<file path="config.mk">
export PLATFORM = sky130hd
export DESIGN_NAME = gate_switching_timing_capture
export DESIGN_NICKNAME = d
export VERILOG_FILES = /design/src/design/gate_timing_pkg.sv /design/src/design/timing_capture_channel.sv /design/src/design/gate_switching_timing_capture.sv
export VERILOG_INCLUDE_DIRS = /design/src /design/src/design
export SDC_FILE = /design/constraint.sdc
export NUM_CORES = 1
export LEC_CHECK = 0
export BUFFER_PORTS_ARGS = -buffer_cell sky130_fd_sc_hd__buf_2
export CAP_MARGIN = 20
export CORE_AREA = 2 2 83 85
export CTS_CLUSTER_SIZE = 30
export DETAILED_ROUTE_END_ITERATION = 7
export DIE_AREA = 0 0 85 87
export PLACE_DENSITY = 0.5
export REMOVE_ABC_BUFFERS = 1
export SLEW_MARGIN = 20
export SYNTH_ARGS = -nofsm -noshare
export SYNTH_HDL_FRONTEND = slang
export SYNTH_SLANG_ARGS = --single-unit
</file>
<file path="constraint.sdc">
create_clock -name clk -period 4.2 [get_ports clk]
set_clock_uncertainty 0.05 [all_clocks]
set_input_delay 1.05 -clock clk [delete_from_list [all_inputs] [get_ports clk]]
set_output_delay 1.05 -clock clk [all_outputs]
set_load 0.02 [all_outputs]
</file>
<file path="src/design/gate_timing_regs.svh">
// Offsets, field positions, reset values and counts for the gate timing capture block.
// Included by the design modules; definitions only.
`ifndef GATE_TIMING_REGS_SVH
`define GATE_TIMING_REGS_SVH

`define TURN_OFF_GATE_TIMING_OFS 5'h1C
`define TURN_ON_GATE_TIMING_OFS 5'h1D
`define GATE_TIMING_RESET 16'hFF01
`define COUNT_MSB 15
`define COUNT_LSB 8
`define ARMED_BIT 7
`define MSG_INVALID_BIT 1
`define PARITY_BIT 0
`define COUNT_RESET 8'hFF
`define COUNT_MAX 8'hFF

`endif

</file>
<file path="src/design/gate_timing_pkg.sv">
// Types shared by the gate timing capture block.
// Constants live in gate_timing_regs.svh.
package gate_timing_pkg;

  typedef enum logic [1:0] {
    CAP_IDLE,
    CAP_ARMED,
    CAP_RUN
  } capState_t;

endpackage : gate_timing_pkg

</file>
<file path="src/design/timing_capture_channel.sv">
// One capture channel: arm, clear, count while the gate transition runs, hold.
// Assumes request, start and done are one-cycle pulses synchronous to clk.
`timescale 1ns/10ps
`default_nettype none
`include "gate_timing_regs.svh"

module timing_capture_channel (
  input wire logic clk,              // 20 MHz secondary clock
  input wire logic resetn,           // Synchronous reset, active low
  input wire logic captureRequest,   // Pulse: arm, or disarm if already armed
  input wire logic measureStart,     // Pulse: gate transition begins
  input wire logic measureEnd,       // Pulse: gate transition finished
  output logic [7:0] transitionCount, // Captured count
  output logic captureArmed          // Arming flag
);

  gate_timing_pkg::capState_t state_q, state_d;
  logic [7:0] count_q, count_d;

  always_comb
  begin
    state_d = state_q;
    count_d = count_q;
    unique case (state_q)
      gate_timing_pkg::CAP_IDLE:
      begin
        if (captureRequest)
          state_d = gate_timing_pkg::CAP_ARMED;
      end
      gate_timing_pkg::CAP_ARMED:
      begin
        if (captureRequest)
          state_d = gate_timing_pkg::CAP_IDLE;
        else if (measureStart)
        begin
          count_d = 8'h00;
          state_d = gate_timing_pkg::CAP_RUN;
        end
      end
      gate_timing_pkg::CAP_RUN:
      begin
        if (captureRequest)
          state_d = gate_timing_pkg::CAP_IDLE;
        else if (measureEnd)
          state_d = gate_timing_pkg::CAP_IDLE;
        else if (count_q != `COUNT_MAX)
          count_d = count_q + 8'h01; // saturates rather than wrap
      end
    endcase
  end

  always_ff @(posedge clk)
  begin
    if (!resetn)
    begin
      state_q <= gate_timing_pkg::CAP_IDLE;
      count_q <= `COUNT_RESET;
    end
    else
    begin
      state_q <= state_d;
      count_q <= count_d;
    end
  end

  assign transitionCount = count_q;
  assign captureArmed = (state_q != gate_timing_pkg::CAP_IDLE);

endmodule : timing_capture_channel

`default_nettype wire

</file>
<file path="src/design/gate_switching_timing_capture.sv">
// Behaviour
// - Turn-off gate duration is captured into bits 15:8 of the turn-off timing register.
// - Turn-on gate duration is captured into bits 15:8 of the turn-on timing register.
// - A channel's count clears to zero when its measurement begins.
// - Bit 7 of each register reads one while that channel is armed or measuring.
// - The arming flag clears when the measurement completes.
// - A new request while armed clears the flag and disarms instead of restarting.
// - Bit 1 of every returned word is one if the previous message was discarded.
// - Bit 0 of every returned word makes the whole word odd parity.
//
// Gate switching timing capture: two channels and the read-only word mux.
// Assumes the serial front end supplies a register address, a read strobe and the
// discard status of the previous message; all inputs synchronous to clk.
`timescale 1ns/10ps
`default_nettype none
`include "gate_timing_regs.svh"

module gate_switching_timing_capture (
  input wire logic clk,                // 20 MHz secondary clock
  input wire logic resetn,             // Synchronous reset, active low
  input wire logic offCaptureRequest,  // Pulse: arm or disarm turn-off channel
  input wire logic offMeasureStart,    // Pulse: turn-off transition begins
  input wire logic offMeasureEnd,      // Pulse: turn-off transition ends
  input wire logic onCaptureRequest,   // Pulse: arm or disarm turn-on channel
  input wire logic onMeasureStart,     // Pulse: turn-on transition begins
  input wire logic onMeasureEnd,       // Pulse: turn-on transition ends
  input wire logic [4:0] regAddr,      // Register offset to read
  input wire logic readStrobe,         // Pulse: latch word for regAddr
  input wire logic lastMessageInvalid, // Previous serial message discarded
  output logic [15:0] readData,        // Returned word, registered
  output logic readHit                 // Registered: last read hit a mapped offset
);

  logic [7:0] offTransitionCount;
  logic [7:0] onTransitionCount;
  logic offCaptureArmed;
  logic onCaptureArmed;
  logic [15:0] readData_q, readData_d;
  logic readHit_q, readHit_d;
  logic [15:0] word;

  timing_capture_channel offChannel (
    .clk(clk),
    .resetn(resetn),
    .captureRequest(offCaptureRequest),
    .measureStart(offMeasureStart),
    .measureEnd(offMeasureEnd),
    .transitionCount(offTransitionCount),
    .captureArmed(offCaptureArmed)
  );

  timing_capture_channel onChannel (
    .clk(clk),
    .resetn(resetn),
    .captureRequest(onCaptureRequest),
    .measureStart(onMeasureStart),
    .measureEnd(onMeasureEnd),
    .transitionCount(onTransitionCount),
    .captureArmed(onCaptureArmed)
  );

  // Unmapped offsets return zero content but still carry status and parity
  always_comb
  begin
    word = 16'h0000;
    readHit_d = 1'b0;
    if (regAddr == `TURN_OFF_GATE_TIMING_OFS)
    begin
      word[`COUNT_MSB:`COUNT_LSB] = offTransitionCount;
      word[`ARMED_BIT] = offCaptureArmed;
      readHit_d = 1'b1;
    end
    else if (regAddr == `TURN_ON_GATE_TIMING_OFS)
    begin
      word[`COUNT_MSB:`COUNT_LSB] = onTransitionCount;
      word[`ARMED_BIT] = onCaptureArmed;
      readHit_d = 1'b1;
    end
    word[`MSG_INVALID_BIT] = lastMessageInvalid;
    word[`PARITY_BIT] = ~(^word[15:1]);
    readData_d = readStrobe ? word : readData_q;
    if (!readStrobe)
      readHit_d = readHit_q;
  end

  always_ff @(posedge clk)
  begin
    if (!resetn)
    begin
      readData_q <= `GATE_TIMING_RESET;
      readHit_q <= 1'b0;
    end
    else
    begin
      readData_q <= readData_d;
      readHit_q <= readHit_d;
    end
  end

  assign readData = readData_q;
  assign readHit = readHit_q;

endmodule : gate_switching_timing_capture

`default_nettype wire

</file>
==> results of run 1 <==
==> cell usage after synthesis (2+ instances only) <==
| master | n | share of area [%] |
|---|---|---|
| inv_1 | 7 | 1.4 |
| and3_1 | 2 | 0.65 |
| nor2b_1 | 7 | 2.3 |
| ha_1 | 8 | 5.2 |
| nand3_1 | 12 | 3.1 |
| buf_6 | 2 | 1.2 |
| a21oi_1 | 9 | 2.4 |
| xnor2_1 | 8 | 3.7 |
| nor2_1 | 4 | 0.78 |
| a21o_1 | 3 | 1.2 |
| and2_1 | 2 | 0.65 |
| o311ai_0 | 10 | 4.6 |
| nand3b_1 | 2 | 0.78 |
| o21ai_0 | 12 | 3.1 |
| clkbuf_1 | 6 | 1.2 |
| mux2i_1 | 15 | 7.8 |
| a41oi_1 | 2 | 0.92 |
| o211ai_1 | 2 | 0.78 |
| xor2_1 | 3 | 1.4 |
| dfxtp_1 | 32 | 33 |
| a2111oi_4 | 2 | 2.9 |
| nand2_1 | 28 | 5.5 |
| o311a_1 | 2 | 1.0 |
| and4_1 | 2 | 0.92 |
| nor3_1 | 4 | 1.0 |
| buf_4 | 5 | 2.0 |
==> routing by layer <==
metal / track usage (%) / vias to the layer above
met5: 0 / -
met4: 6.06 / 0
met3: 3.41 / 7
met2: 18.6 / 28
met1: 16.5 / 703
li1: - / 809
==> cell type report <==
| class | count | share of cell area (%) |
|---|---|---|
| Clock buffer | 7 | 4.40 |
| Sequential cell | 32 | 29.3 |
| Clock inverter | 1 | 1.37 |
| Multi-Input combinational cell | 161 | 53.3 |
| Tap cell | 80 | 4.57 |
| Inverter | 7 | 1.20 |
| Timing Repair Buffer | 26 | 5.94 |
==> power by group through the flow <==
stage	clock, W	combinational, W	sequential, W
2_1_floorplan	0	0.000153	0.000367
3_3_place_gp	0	0.000212	0.000366
3_5_place_dp	0	0.000213	0.000366
4_1_cts	0.000342	0.000215	0.000359
5_1_grt	0.000354	0.000238	0.000364
6_report	0.000332	0.000213	0.000359
==> kinds of logic after synthesis <==
kind of cell | Yosys count | share of synthesized area (%)
fa+ha+maj | 8 | 5.23
xor+xnor | 12 | 6.21
flops | 32 | 33.5
other cells | 1 | 0.196
buf+inv | 22 | 6.41
mux | 15 | 7.84
simple gates | 72 | 20.3
compound gates | 49 | 20.4
==> metrics by stage <==
step / area, um2 / setup WS [ns] / power, W
6_report: 2190 / 1.78 / 0.000904
3_5_place_dp: 2060 / 1.50 / 0.000579
3_3_place_gp: 2060 / 1.55 / 0.000578
2_1_floorplan: 1830 / 1.97 / 0.000520
5_1_grt: 2190 / 1.62 / 0.000956
4_1_cts: 2190 / 1.79 / 0.000916
==> registers in the layout (all words and copies together), names as in the netlist <==
register and count:
onChannel.state_q 2, readData 11, offChannel.transitionCount 8, onChannel.transitionCount 8, offChannel.state_q 2, readHit 1
==> worst max-delay path by stage <==
stage / from / end / slack [ns] / cells after the start
6_report: regAddr[0] / readData[0] / 1.78 / 7
5_1_grt: offChannel.state_q[0] / offChannel.transitionCount[5] / 1.62 / 6
4_1_cts: regAddr[0] / readData[0] / 1.79 / 7
3_5_place_dp: regAddr[0] / readData[0] / 1.50 / 7
3_3_place_gp: regAddr[0] / readData[0] / 1.55 / 7
2_1_floorplan: onMeasureEnd / onChannel.transitionCount[7] / 1.97 / 5
==> critical path: stages <==
cell and delay [ns]:
buf_2 0.29, mux2i_1 0.34, xnor2_1 0.18, xnor3_1 0.34
nand2_1 0.09, xnor2_1 0.13, o211ai_2 0.08
==> out/metrics.cfg, run 1 <==
[clock_tree]
post_cts_buffers=0
cts_hold_buffers=0
cts.clk_slew.worst_paths_ns=0.07
ctsResizeCount=0
cts_buffer_depth=2
cts_tree=built
cts_root_buf=clkbuf_8
clock-sinks=32
worstSkewPairLatency_ns=0.29
htree_levels=2
numCtsBuffers=5

[floorplan]
ios=32
rows=30
coreArea_um2=6570
fp.dieW_um=85
initial_core_util_pct=29.1
die_h_um=87
dieArea_um2=7400

[sta]
finalMaxSlewViolations=0
finalCritPeriodShare_pct=57.6
max_freq_mhz=414
setup_viol=0
rsz0062_at_grt=no
finalHoldViolCount=0
max_slew.worst_pin.slew_ns=0.610
maxSlewHeadroom_pct=59.3
fin_crit_ns=2.42
hold_ws_ns=0.425
fin_tns_setup_ns=0

[logic_synthesis]
avgSynthCellArea_um2=9.07
ys_types=46
synth_edf_count=0
netlist_area_um2=1910
synthArstFlopShare_pct=0
syn_inst=211
synth_flop_cell=dfxtp_1
synth_seq_area_share_pct=33.5
ys_ff_latch=32
synth_warnings=0

[detailed_routing]
met1_length_mm=2.10
drc=0
wl_per_cell_um=13.4
met2_length_mm=1.84
avgViaCountPerCell=4.93
top_layer=met4
drt-pass1-iter-count=4
dr.first_iter.drc_count=42
vias=1547
met3_wirelength_um=182
drtAntennaViolNets=0
wirelength_mm=4.21

[setup_path]
r2r_slack_ns=1.97
timing.rr.end=offChannel.transitionCount[0]
setup.worst_path.class=input pin to flop
reg2reg_depth=7
end_kind=flop
setup.worst_path.start_class=input pin
worstPathArrival_ns=2.51
crit_fanout=12
reg2reg_from=offChannel.state_q[0]
cp_data_required_time_ns=4.30

[final_layout]
n_antenna_cell=0
seqCellArea_um2=641
multi_input_area_um2=1170
syn2layout_area_growth_pct=14.4
drive_above_1_share_pct=17.5
n_fill_cell=690
final_core_utilization_pct=33.3
final_cell_count_no_fill=314
final_cell_mix=32 x dfxtp_1, 28 x nand2_1, 26 x buf_2
nets=256
final_common_cell=dfxtp_1

[power]
combPwrFrac_pct=23.6
swShare_pct=30.1
clkPwrFrac_pct=36.8
seqPwrFrac_pct=39.7
leakagePower_nw=0.940
p_per_area_nw_per_um2=413
internal_power_w=0.000632
power_switching_w=0.000272
ir_drop_mv=0.175

[worst_hold_path]
hold_end=readData[10]
hp-class=flop to flop
min-delay-start=readData[10]
hold_depth=2

[placement]
portBuffers=26
hpwl_mm=3.05
gp_congestion=0.756
dp_cells=306

[grt]
grt_pass1_wl_mm=7.24
grt_max_degree=33
grt_pass1_vias=1446
grt-ovfl-total=0
grtUsageTotal_pct=12.5
antenna_found_initial=0

[job]
cap_violations=0

[run_status]
status=finished, final reports clean

(Power assumes the default switching activity.)
==> inputs of run 2 (changes only) <==
ABC_AREA = 1   (was not set)
clock period = 2.5 ns   (was 4.2 ns; I/O delays follow)
==> run 2 against run 1 <==
Compared with the run above: die area stayed put; combinational power is 86% higher; setup slack worse by 1.2 ns; first-iteration DRC count grew to 2.6 times the previous value; sequential share of layout area is 0.13 points lower; utilization is 0.15 points higher; clock-buffer cell count is 1 higher; global-route usage is 0.36 points lower; worst hold slack worse by 0.012 ns; largest cell class unchanged.
==> out/metrics.cfg, run 2 <==
[grt]
grt_pass1_vias=1625  ; was 1446
busiest_layer=met2  ; unchanged
grt_max_degree=20  ; was 33
grtUsageTotal_pct=12.1  ; was 12.5%
grtUsageMet1_pct=16.2  ; was 16.5%
grt-ovfl-total=0  ; unchanged
use_met3_pct=3.51  ; was 3.41%
grt_util_met2_pct=19.0  ; was 18.6%
antenna_found_initial=0  ; unchanged
grt_pass1_wl_mm=7.28  ; was 7.24 mm

[logic_synthesis]
yosysTopAreaCellShare_pct=33.4  ; was 33.5%
synth_flop_cell=dfxtp_1  ; unchanged
synth_warnings=0  ; unchanged
synth_common_cells=64 x nand2_1, 37 x inv_1, 33 x nand3_1  ; was 32 x dfxtp_1, 28 x nand2_1, 15 x mux2i_1
muxShareOfSynthArea_pct=0  ; was 7.84%
synthSimpleGateAreaFrac_pct=32.1  ; was 20.3%
synthArstFlopShare_pct=0  ; unchanged
synth_edf_count=0  ; unchanged
syn_inst=274  ; was 211
avgSynthCellArea_um2=7.00  ; was 9.07 um2
synth.most_common_cell=nand2_1  ; was dfxtp_1
ys_types=37  ; was 46
netlist_area_um2=1920  ; was 1910 um2
ys_ff_latch=32  ; unchanged
yosysTopAreaCell=dfxtp_1  ; unchanged
synth_seq_area_share_pct=33.4  ; was 33.5%
synth_compound_area_share_pct=15.6  ; was 20.4%
synth_top_family_by_area=simple AND/OR/NAND/NOR gates  ; was compound AO/OA/AOI/OAI gates
synth_area_leaders=dfxtp_1 33%, nand2_1 13%, nand3_1 8.6%  ; was dfxtp_1 33%, mux2i_1 7.8%, nand2_1 5.5%
synth-xor-area-share_pct=2.28  ; was 6.21%
synthAdderAreaFrac_pct=5.22  ; was 5.23%

[final_layout]
final_cell_mix=64 x nand2_1, 37 x inv_1, 33 x nand3_1  ; was 32 x dfxtp_1, 28 x nand2_1, 26 x buf_2
n_fill_cell=729  ; was 690
final_common_cell=nand2_1  ; was dfxtp_1
syn2layout_area_growth_pct=14.7  ; was 14.4%
largest_reg_flops=11  ; unchanged
final_core_utilization_pct=33.5  ; was 33.3%
nets=325  ; was 256
n_antenna_cell=0  ; unchanged
drive_above_1_share_pct=17.5  ; about the same

[sta]
finalHoldViolCount=0  ; unchanged
fin_tns_setup_ns=0  ; unchanged
hold_ws_ns=0.413  ; was 0.425 ns
max_freq_mhz=512
setup_viol=0  ; unchanged
fin_crit_ns=1.95
rsz0062_at_grt=no  ; unchanged
finalCritPeriodShare_pct=78.1
finalMaxSlewViolations=0  ; unchanged

[clock_tree]
numCtsBuffers=5  ; unchanged
cts.clk_slew.worst_paths_ns=0.06  ; was 0.07 ns
ctsResizeCount=0  ; unchanged
post_cts_buffers=0  ; unchanged
htree_levels=2  ; unchanged
cts_tree=built  ; unchanged
cts_hold_buffers=0  ; unchanged
worstSkewPairLatency_ns=0.28  ; was 0.29 ns
cts_buffer_depth=2  ; unchanged
clock-sinks=32  ; unchanged
cts_root_buf=clkbuf_8  ; unchanged

[detailed_routing]
dr.first_iter.drc_count=110  ; was 42
wirelength_mm=4.13  ; was 4.21 mm
avgViaCountPerCell=4.62  ; was 4.93
drc=0  ; unchanged
drtAntennaViolNets=0  ; unchanged
wl_per_cell_um=10.8  ; was 13.4 um
drt-pass1-iter-count=4  ; unchanged
vias=1771  ; was 1547

[job]
cap_violations=0  ; unchanged

[floorplan]
coreArea_um2=6570  ; unchanged
dieArea_um2=7400  ; unchanged
ios=32  ; unchanged
initial_core_util_pct=29.2  ; was 29.1%
die_h_um=87  ; unchanged
rows=30  ; unchanged
fp.dieW_um=85  ; unchanged

[power]
leakagePower_nw=1.06  ; was 0.940 nW
ir_drop_mv=0.250  ; was 0.175 mV
p_per_area_nw_per_um2=651  ; was 413 nW/um2
power_switching_w=0.000487  ; was 0.000272 W
combPwrFrac_pct=27.7  ; was 23.6%
swShare_pct=34.1  ; was 30.1%
clkPwrFrac_pct=28.3  ; was 36.8%
seqPwrFrac_pct=44.0  ; was 39.7%
internal_power_w=0.000944  ; was 0.000632 W

[worst_hold_path]
hp-class=flop to flop  ; unchanged

[setup_path]
cp_data_required_time_ns=2.62  ; was 4.30 ns
path_cells=inv_1, ha_1, nor2_1, nor3_2, nand2_1, nand2_2, nand2_2, o21ai_0, a21oi_1, or2_1  ; was buf_2, mux2i_1, xnor2_1, xnor3_1, nand2_1, xnor2_1, o211ai_2
setup.worst_path.start_class=flop  ; was input pin
crit_fanout=7  ; was 12
end_kind=flop  ; unchanged
worstPathArrival_ns=2.07  ; was 2.51 ns
crit_top_cell=nand2_2  ; was xnor2_1
max_stage_delay_ns=0.31  ; was 0.34 ns
setup.worst_path.class=flop to flop  ; was input pin to flop
cp_slowest_cell=dfxtp_1  ; was mux2i_1

[placement]
gp_congestion=0.841  ; was 0.756
hpwl_mm=3.23  ; was 3.05 mm
portBuffers=26  ; unchanged

[run_status]
status=finished, final reports clean  ; unchanged

-- run 2: cell count changes in the layout (fill, tap and decap cells not counted), moves of 6 or more --
cell      previous run  this run
nand2_1             28        64
inv_1                7        37
nand3_1             12        33
mux2i_1             15         0
a21oi_1              9        16
nor2b_1              7         0
o311ai_0            10         3
nor2_1               4        10
xnor2_1              8         2
-- run 2: logic make-up after synthesis --
| logic type | after synthesis |
|---|---|
| buffers and inverters | 50 |
| XOR/XNOR | 5 |
| other | 1 |
| AND/OR/NAND/NOR | 128 |
| adder cells (fa/ha/maj) | 8 |
| AO/OA/AOI/OAI | 50 |
| flip-flops | 32 |
-- run 2: routing by layer --
metal | up-vias | part of all wire [%]
li1 | 945 | -
met1 | 783 | 50
met2 | 36 | 44
met3 | 7 | 5.3
met4 | 0 | 1.1
met5 | - | 0
-- run 2: metrics by stage --
stage	area (um2)	std cells	setup WS [ns]	total power, W
after global routing	2200	383	0.318	0.00155
after global placement	2110	375	0.435	0.00104
after floorplan	1860	267	0.670	0.000931
after detailed placement	2110	375	0.394	0.00104
after CTS	2200	383	0.504	0.00146
final	2200	383	0.548	0.00143
-- run 2: worst paths after layout --
check             cells past startpoint  slack, ns            startpoint                           end
setup / recovery                     10       0.55  onChannel.state_q[0]  onChannel.transitionCount[3]
setup reg to reg                     10       0.55  onChannel.state_q[0]  onChannel.transitionCount[3]
hold / removal                        2       0.41           readData[0]                   readData[0]
hold reg to reg                       2       0.41           readData[0]                   readData[0]
-- run 2: cell type report --
cell class | instances | area, um2 | share of cell area (%)
tap | 80 | 100 | 4.55
timing repair buffer | 28 | 145 | 6.60
sequential | 32 | 641 | 29.1
clock buffer | 8 | 90.1 | 4.10
multi-input combinational | 196 | 1080 | 49.0
inverter | 39 | 146 | 6.66
-- run 2: power by group through the flow --
stage	combinational [W]	clock, W	sequential [W]
detailed placement	0.000398	0	0.000641
floorplan	0.000287	0	0.000644
global placement	0.000400	0	0.000641
global route	0.000459	0.000451	0.000639
finish	0.000396	0.000406	0.000629
CTS	0.000401	0.000429	0.000629
-- run 2: critical path, delay by kind of cell (launching register included) --
family                   cells  cell delay, ns
AND/OR/NAND/NOR              6            0.95
buffers and inverters        1            0.09
adder cells (fa/ha/maj)      1            0.23
flip-flops                   1            0.31
AO/OA/AOI/OAI                2            0.20
==> inputs of run 3 (changes only) <==
PLACE_DENSITY = 0.52   (was 0.5)
clock period = 1.7 ns   (was 2.5 ns; I/O delays follow)
==> run 3 against run 2 <==
Compared with the run above: global-route usage up 1.9 points; largest power group unchanged; largest cell class unchanged; maximum frequency up 16%; sequential power grew 48%; combinational power is 120% higher; routed wire length is 19% higher; register-to-register slack got worse by 0.53 ns; power up 62%; highest routed layer unchanged; clock-buffer cell count fell by 3.
==> out/metrics.cfg, run 3 (synthesis results as in run 2) <==
[setup_path]
cp_top_family=simple AND/OR/NAND/NOR gates  ; unchanged
setup.worst_path.class=flop to flop  ; unchanged
crit_fanout=8  ; was 7
reg2reg_depth=11  ; was 10
reg2reg_from=offChannel.state_q[1]  ; was onChannel.state_q[0]
cp_slowest_cell=dfxtp_2  ; was dfxtp_1
crit_buf_inv=2  ; was 1
timing.rr.end=offChannel.transitionCount[7]  ; was onChannel.transitionCount[3]
cp_data_required_time_ns=1.83  ; was 2.62 ns
setup.worst_path.start_class=flop  ; unchanged
end_kind=flop  ; unchanged
max_stage_delay_ns=0.33  ; was 0.31 ns
crit_top_cell=nand2_1  ; was nand2_2
worstPathArrival_ns=1.81  ; was 2.07 ns
path_cells=buf_4, ha_4, inv_2, or2_4, a21oi_4, nand2_4, nor2_4, nand3_2, xnor2_1, nand2_1, nand2_1  ; was inv_1, ha_1, nor2_1, nor3_2, nand2_1, nand2_2, nand2_2, o21ai_0, a21oi_1, or2_1
r2r_slack_ns=0.01  ; was 0.55 ns

[power]
clkPwrFrac_pct=23.0  ; was 28.3%
fin_total_pwr_w=0.00232  ; was 0.00143 W
internal_power_w=0.00151  ; was 0.000944 W
swShare_pct=35.1  ; was 34.1%
combPwrFrac_pct=36.9  ; was 27.7%
seqPwrFrac_pct=40.1  ; was 44.0%
p_per_area_nw_per_um2=853  ; was 651 nW/um2
power_switching_w=0.000814  ; was 0.000487 W
ir_drop_mv=0.419  ; was 0.250 mV
leakagePower_nw=1.31  ; was 1.06 nW

[final_layout]
syn2layout_area_growth_pct=41.9  ; was 14.7%
largest_reg_flops=11  ; unchanged
nets=375  ; was 325
seqCellArea_um2=648  ; was 641 um2
n_antenna_cell=0  ; unchanged
final_cell_mix=60 x nand2_1, 48 x buf_4, 31 x nand3_1  ; was 64 x nand2_1, 37 x inv_1, 33 x nand3_1
multi_input_area_um2=1220  ; was 1080 um2
n_fill_cell=689  ; was 729
final_common_cell=nand2_1  ; unchanged
final_core_utilization_pct=41.4  ; was 33.5%
drive_above_1_share_pct=39.1  ; was 17.5%

[grt]
grtUsageTotal_pct=14.0  ; was 12.1%
antenna_found_initial=0  ; unchanged
grt_pass1_wl_mm=8.24  ; was 7.28 mm
grt_pass1_vias=1861  ; was 1625
grt-ovfl-total=0  ; unchanged
grt_max_degree=20  ; unchanged

[clock_tree]
worstSkewPairLatency_ns=0.29  ; was 0.28 ns
cts_root_buf=clkbuf_8  ; unchanged
cts_tree=built  ; unchanged
numCtsBuffers=5  ; unchanged
cts.clk_slew.worst_paths_ns=0.06  ; about the same
clock-sinks=32  ; unchanged
cts_buffer_depth=2  ; unchanged
htree_levels=2  ; unchanged

[sta]
fin_crit_ns=1.69  ; was 1.95 ns
max_slew.worst_pin.slew_ns=0.519
finalCritPeriodShare_pct=99.1  ; was 78.1%
rsz0062_at_grt=yes  ; was no
max_freq_mhz=593  ; was 512 MHz
finalMaxSlewViolations=0  ; unchanged
finalHoldViolCount=0  ; unchanged
fin_tns_setup_ns=0  ; unchanged
setup_viol=0  ; unchanged
maxSlewHeadroom_pct=65.4

[floorplan]
rows=30  ; unchanged
coreArea_um2=6570  ; unchanged
die_h_um=87  ; unchanged
dieArea_um2=7400  ; unchanged
ios=32  ; unchanged
initial_core_util_pct=29.2  ; unchanged
fp.dieW_um=85  ; unchanged

[placement]
hpwl_mm=3.63  ; was 3.23 mm
gp_congestion=0.806  ; was 0.841
portBuffers=26  ; unchanged

[worst_hold_path]
min-delay-start=offCaptureRequest  ; was readData[0]
hold_depth=2  ; unchanged
hp-class=input pin to flop  ; was flop to flop
hold_end=offChannel.state_q[1]  ; was readData[0]

[detailed_routing]
drc=0  ; unchanged
avgViaCountPerCell=4.56  ; was 4.62
vias=1960  ; was 1771
wl_per_cell_um=11.4  ; was 10.8 um
drt-pass1-iter-count=4  ; unchanged
dr.first_iter.drc_count=41  ; was 110
drtAntennaViolNets=0  ; unchanged
wirelength_mm=4.91  ; was 4.13 mm

[run_status]
status=finished, final reports clean  ; unchanged

[job]
cap_violations=0  ; unchanged

==> run 3: worst max-delay path by stage <==
| stage | start | end | slack [ns] | depth (start not counted) |
|---|---|---|---|---|
| floorplan | offChannel.state_q[1] | offChannel.transitionCount[7] | 0.0005 | 12 |
| global placement | regAddr[3] | readData[0] | -0.22 | 14 |
| detailed placement | regAddr[3] | readData[0] | -0.23 | 14 |
| CTS | onChannel.state_q[0] | onChannel.transitionCount[3] | -0.03 | 10 |
| global route | offChannel.state_q[1] | offChannel.transitionCount[7] | -0.09 | 12 |
| finish | offChannel.state_q[1] | offChannel.transitionCount[7] | 0.01 | 11 |
==> run 3: worst reg2reg max path: stages, from the launching register on <==
cell and delay (ns):
dfxtp_2 0.33, buf_4 0.11, ha_4 0.12, inv_2 0.04
or2_4 0.24, a21oi_4 0.15, nand2_4 0.10, nor2_4 0.12
nand3_2 0.08, xnor2_1 0.13, nand2_1 0.05, nand2_1 0.05
==> run 3: power by group through the flow <==
stage	Combinational (W)	Clock [W]	Sequential (W)
floorplan	0.000422	0	0.000947
global placement	0.000738	0	0.000931
detailed placement	0.000744	0	0.000932
finish	0.000857	0.000535	0.000930
global route	0.000966	0.000585	0.000942
CTS	0.000804	0.000552	0.000919
==> run 3: area by class of cell <==
type	instances	share of cell area, %
multi-input cells	196	44.9
flip-flops and latches	32	23.8
repair buffers	78	19.7
inverters	39	5.47
well taps	80	3.68
clock buffers	5	2.53
==> run 3: stage by stage <==
| stage | hold WS (ns) | cells | area, um2 | setup WS [ns] |
|---|---|---|---|---|
| after floorplan | 0.406 | 267 | 1860 | 0.000458 |
| after global placement | 0.401 | 418 | 2430 | -0.216 |
| after detailed placement | 0.404 | 418 | 2430 | -0.235 |
| after CTS | 0.281 | 432 | 2630 | -0.0282 |
| after global routing | 0.292 | 430 | 2720 | -0.0927 |
| final | 0.280 | 430 | 2720 | 0.0146 |
==> run 3: routing by layer <==
metal	wire length, um	global-route usage [%]
met5	0	0
met4	38	4.18
met3	223	4.45
met2	2360	24.4
met1	2290	16.4
==> run 3: repair_timing <==
item | 4_1_cts | 5_1_grt
hold buffers | 0 | 0
endpoints found under the setup margin | 9 | 17
pin swaps | 9 | 22
hold endpoints to repair | 0 | 0
resized for setup | 20 | 33
setup buffers | 9 | 0
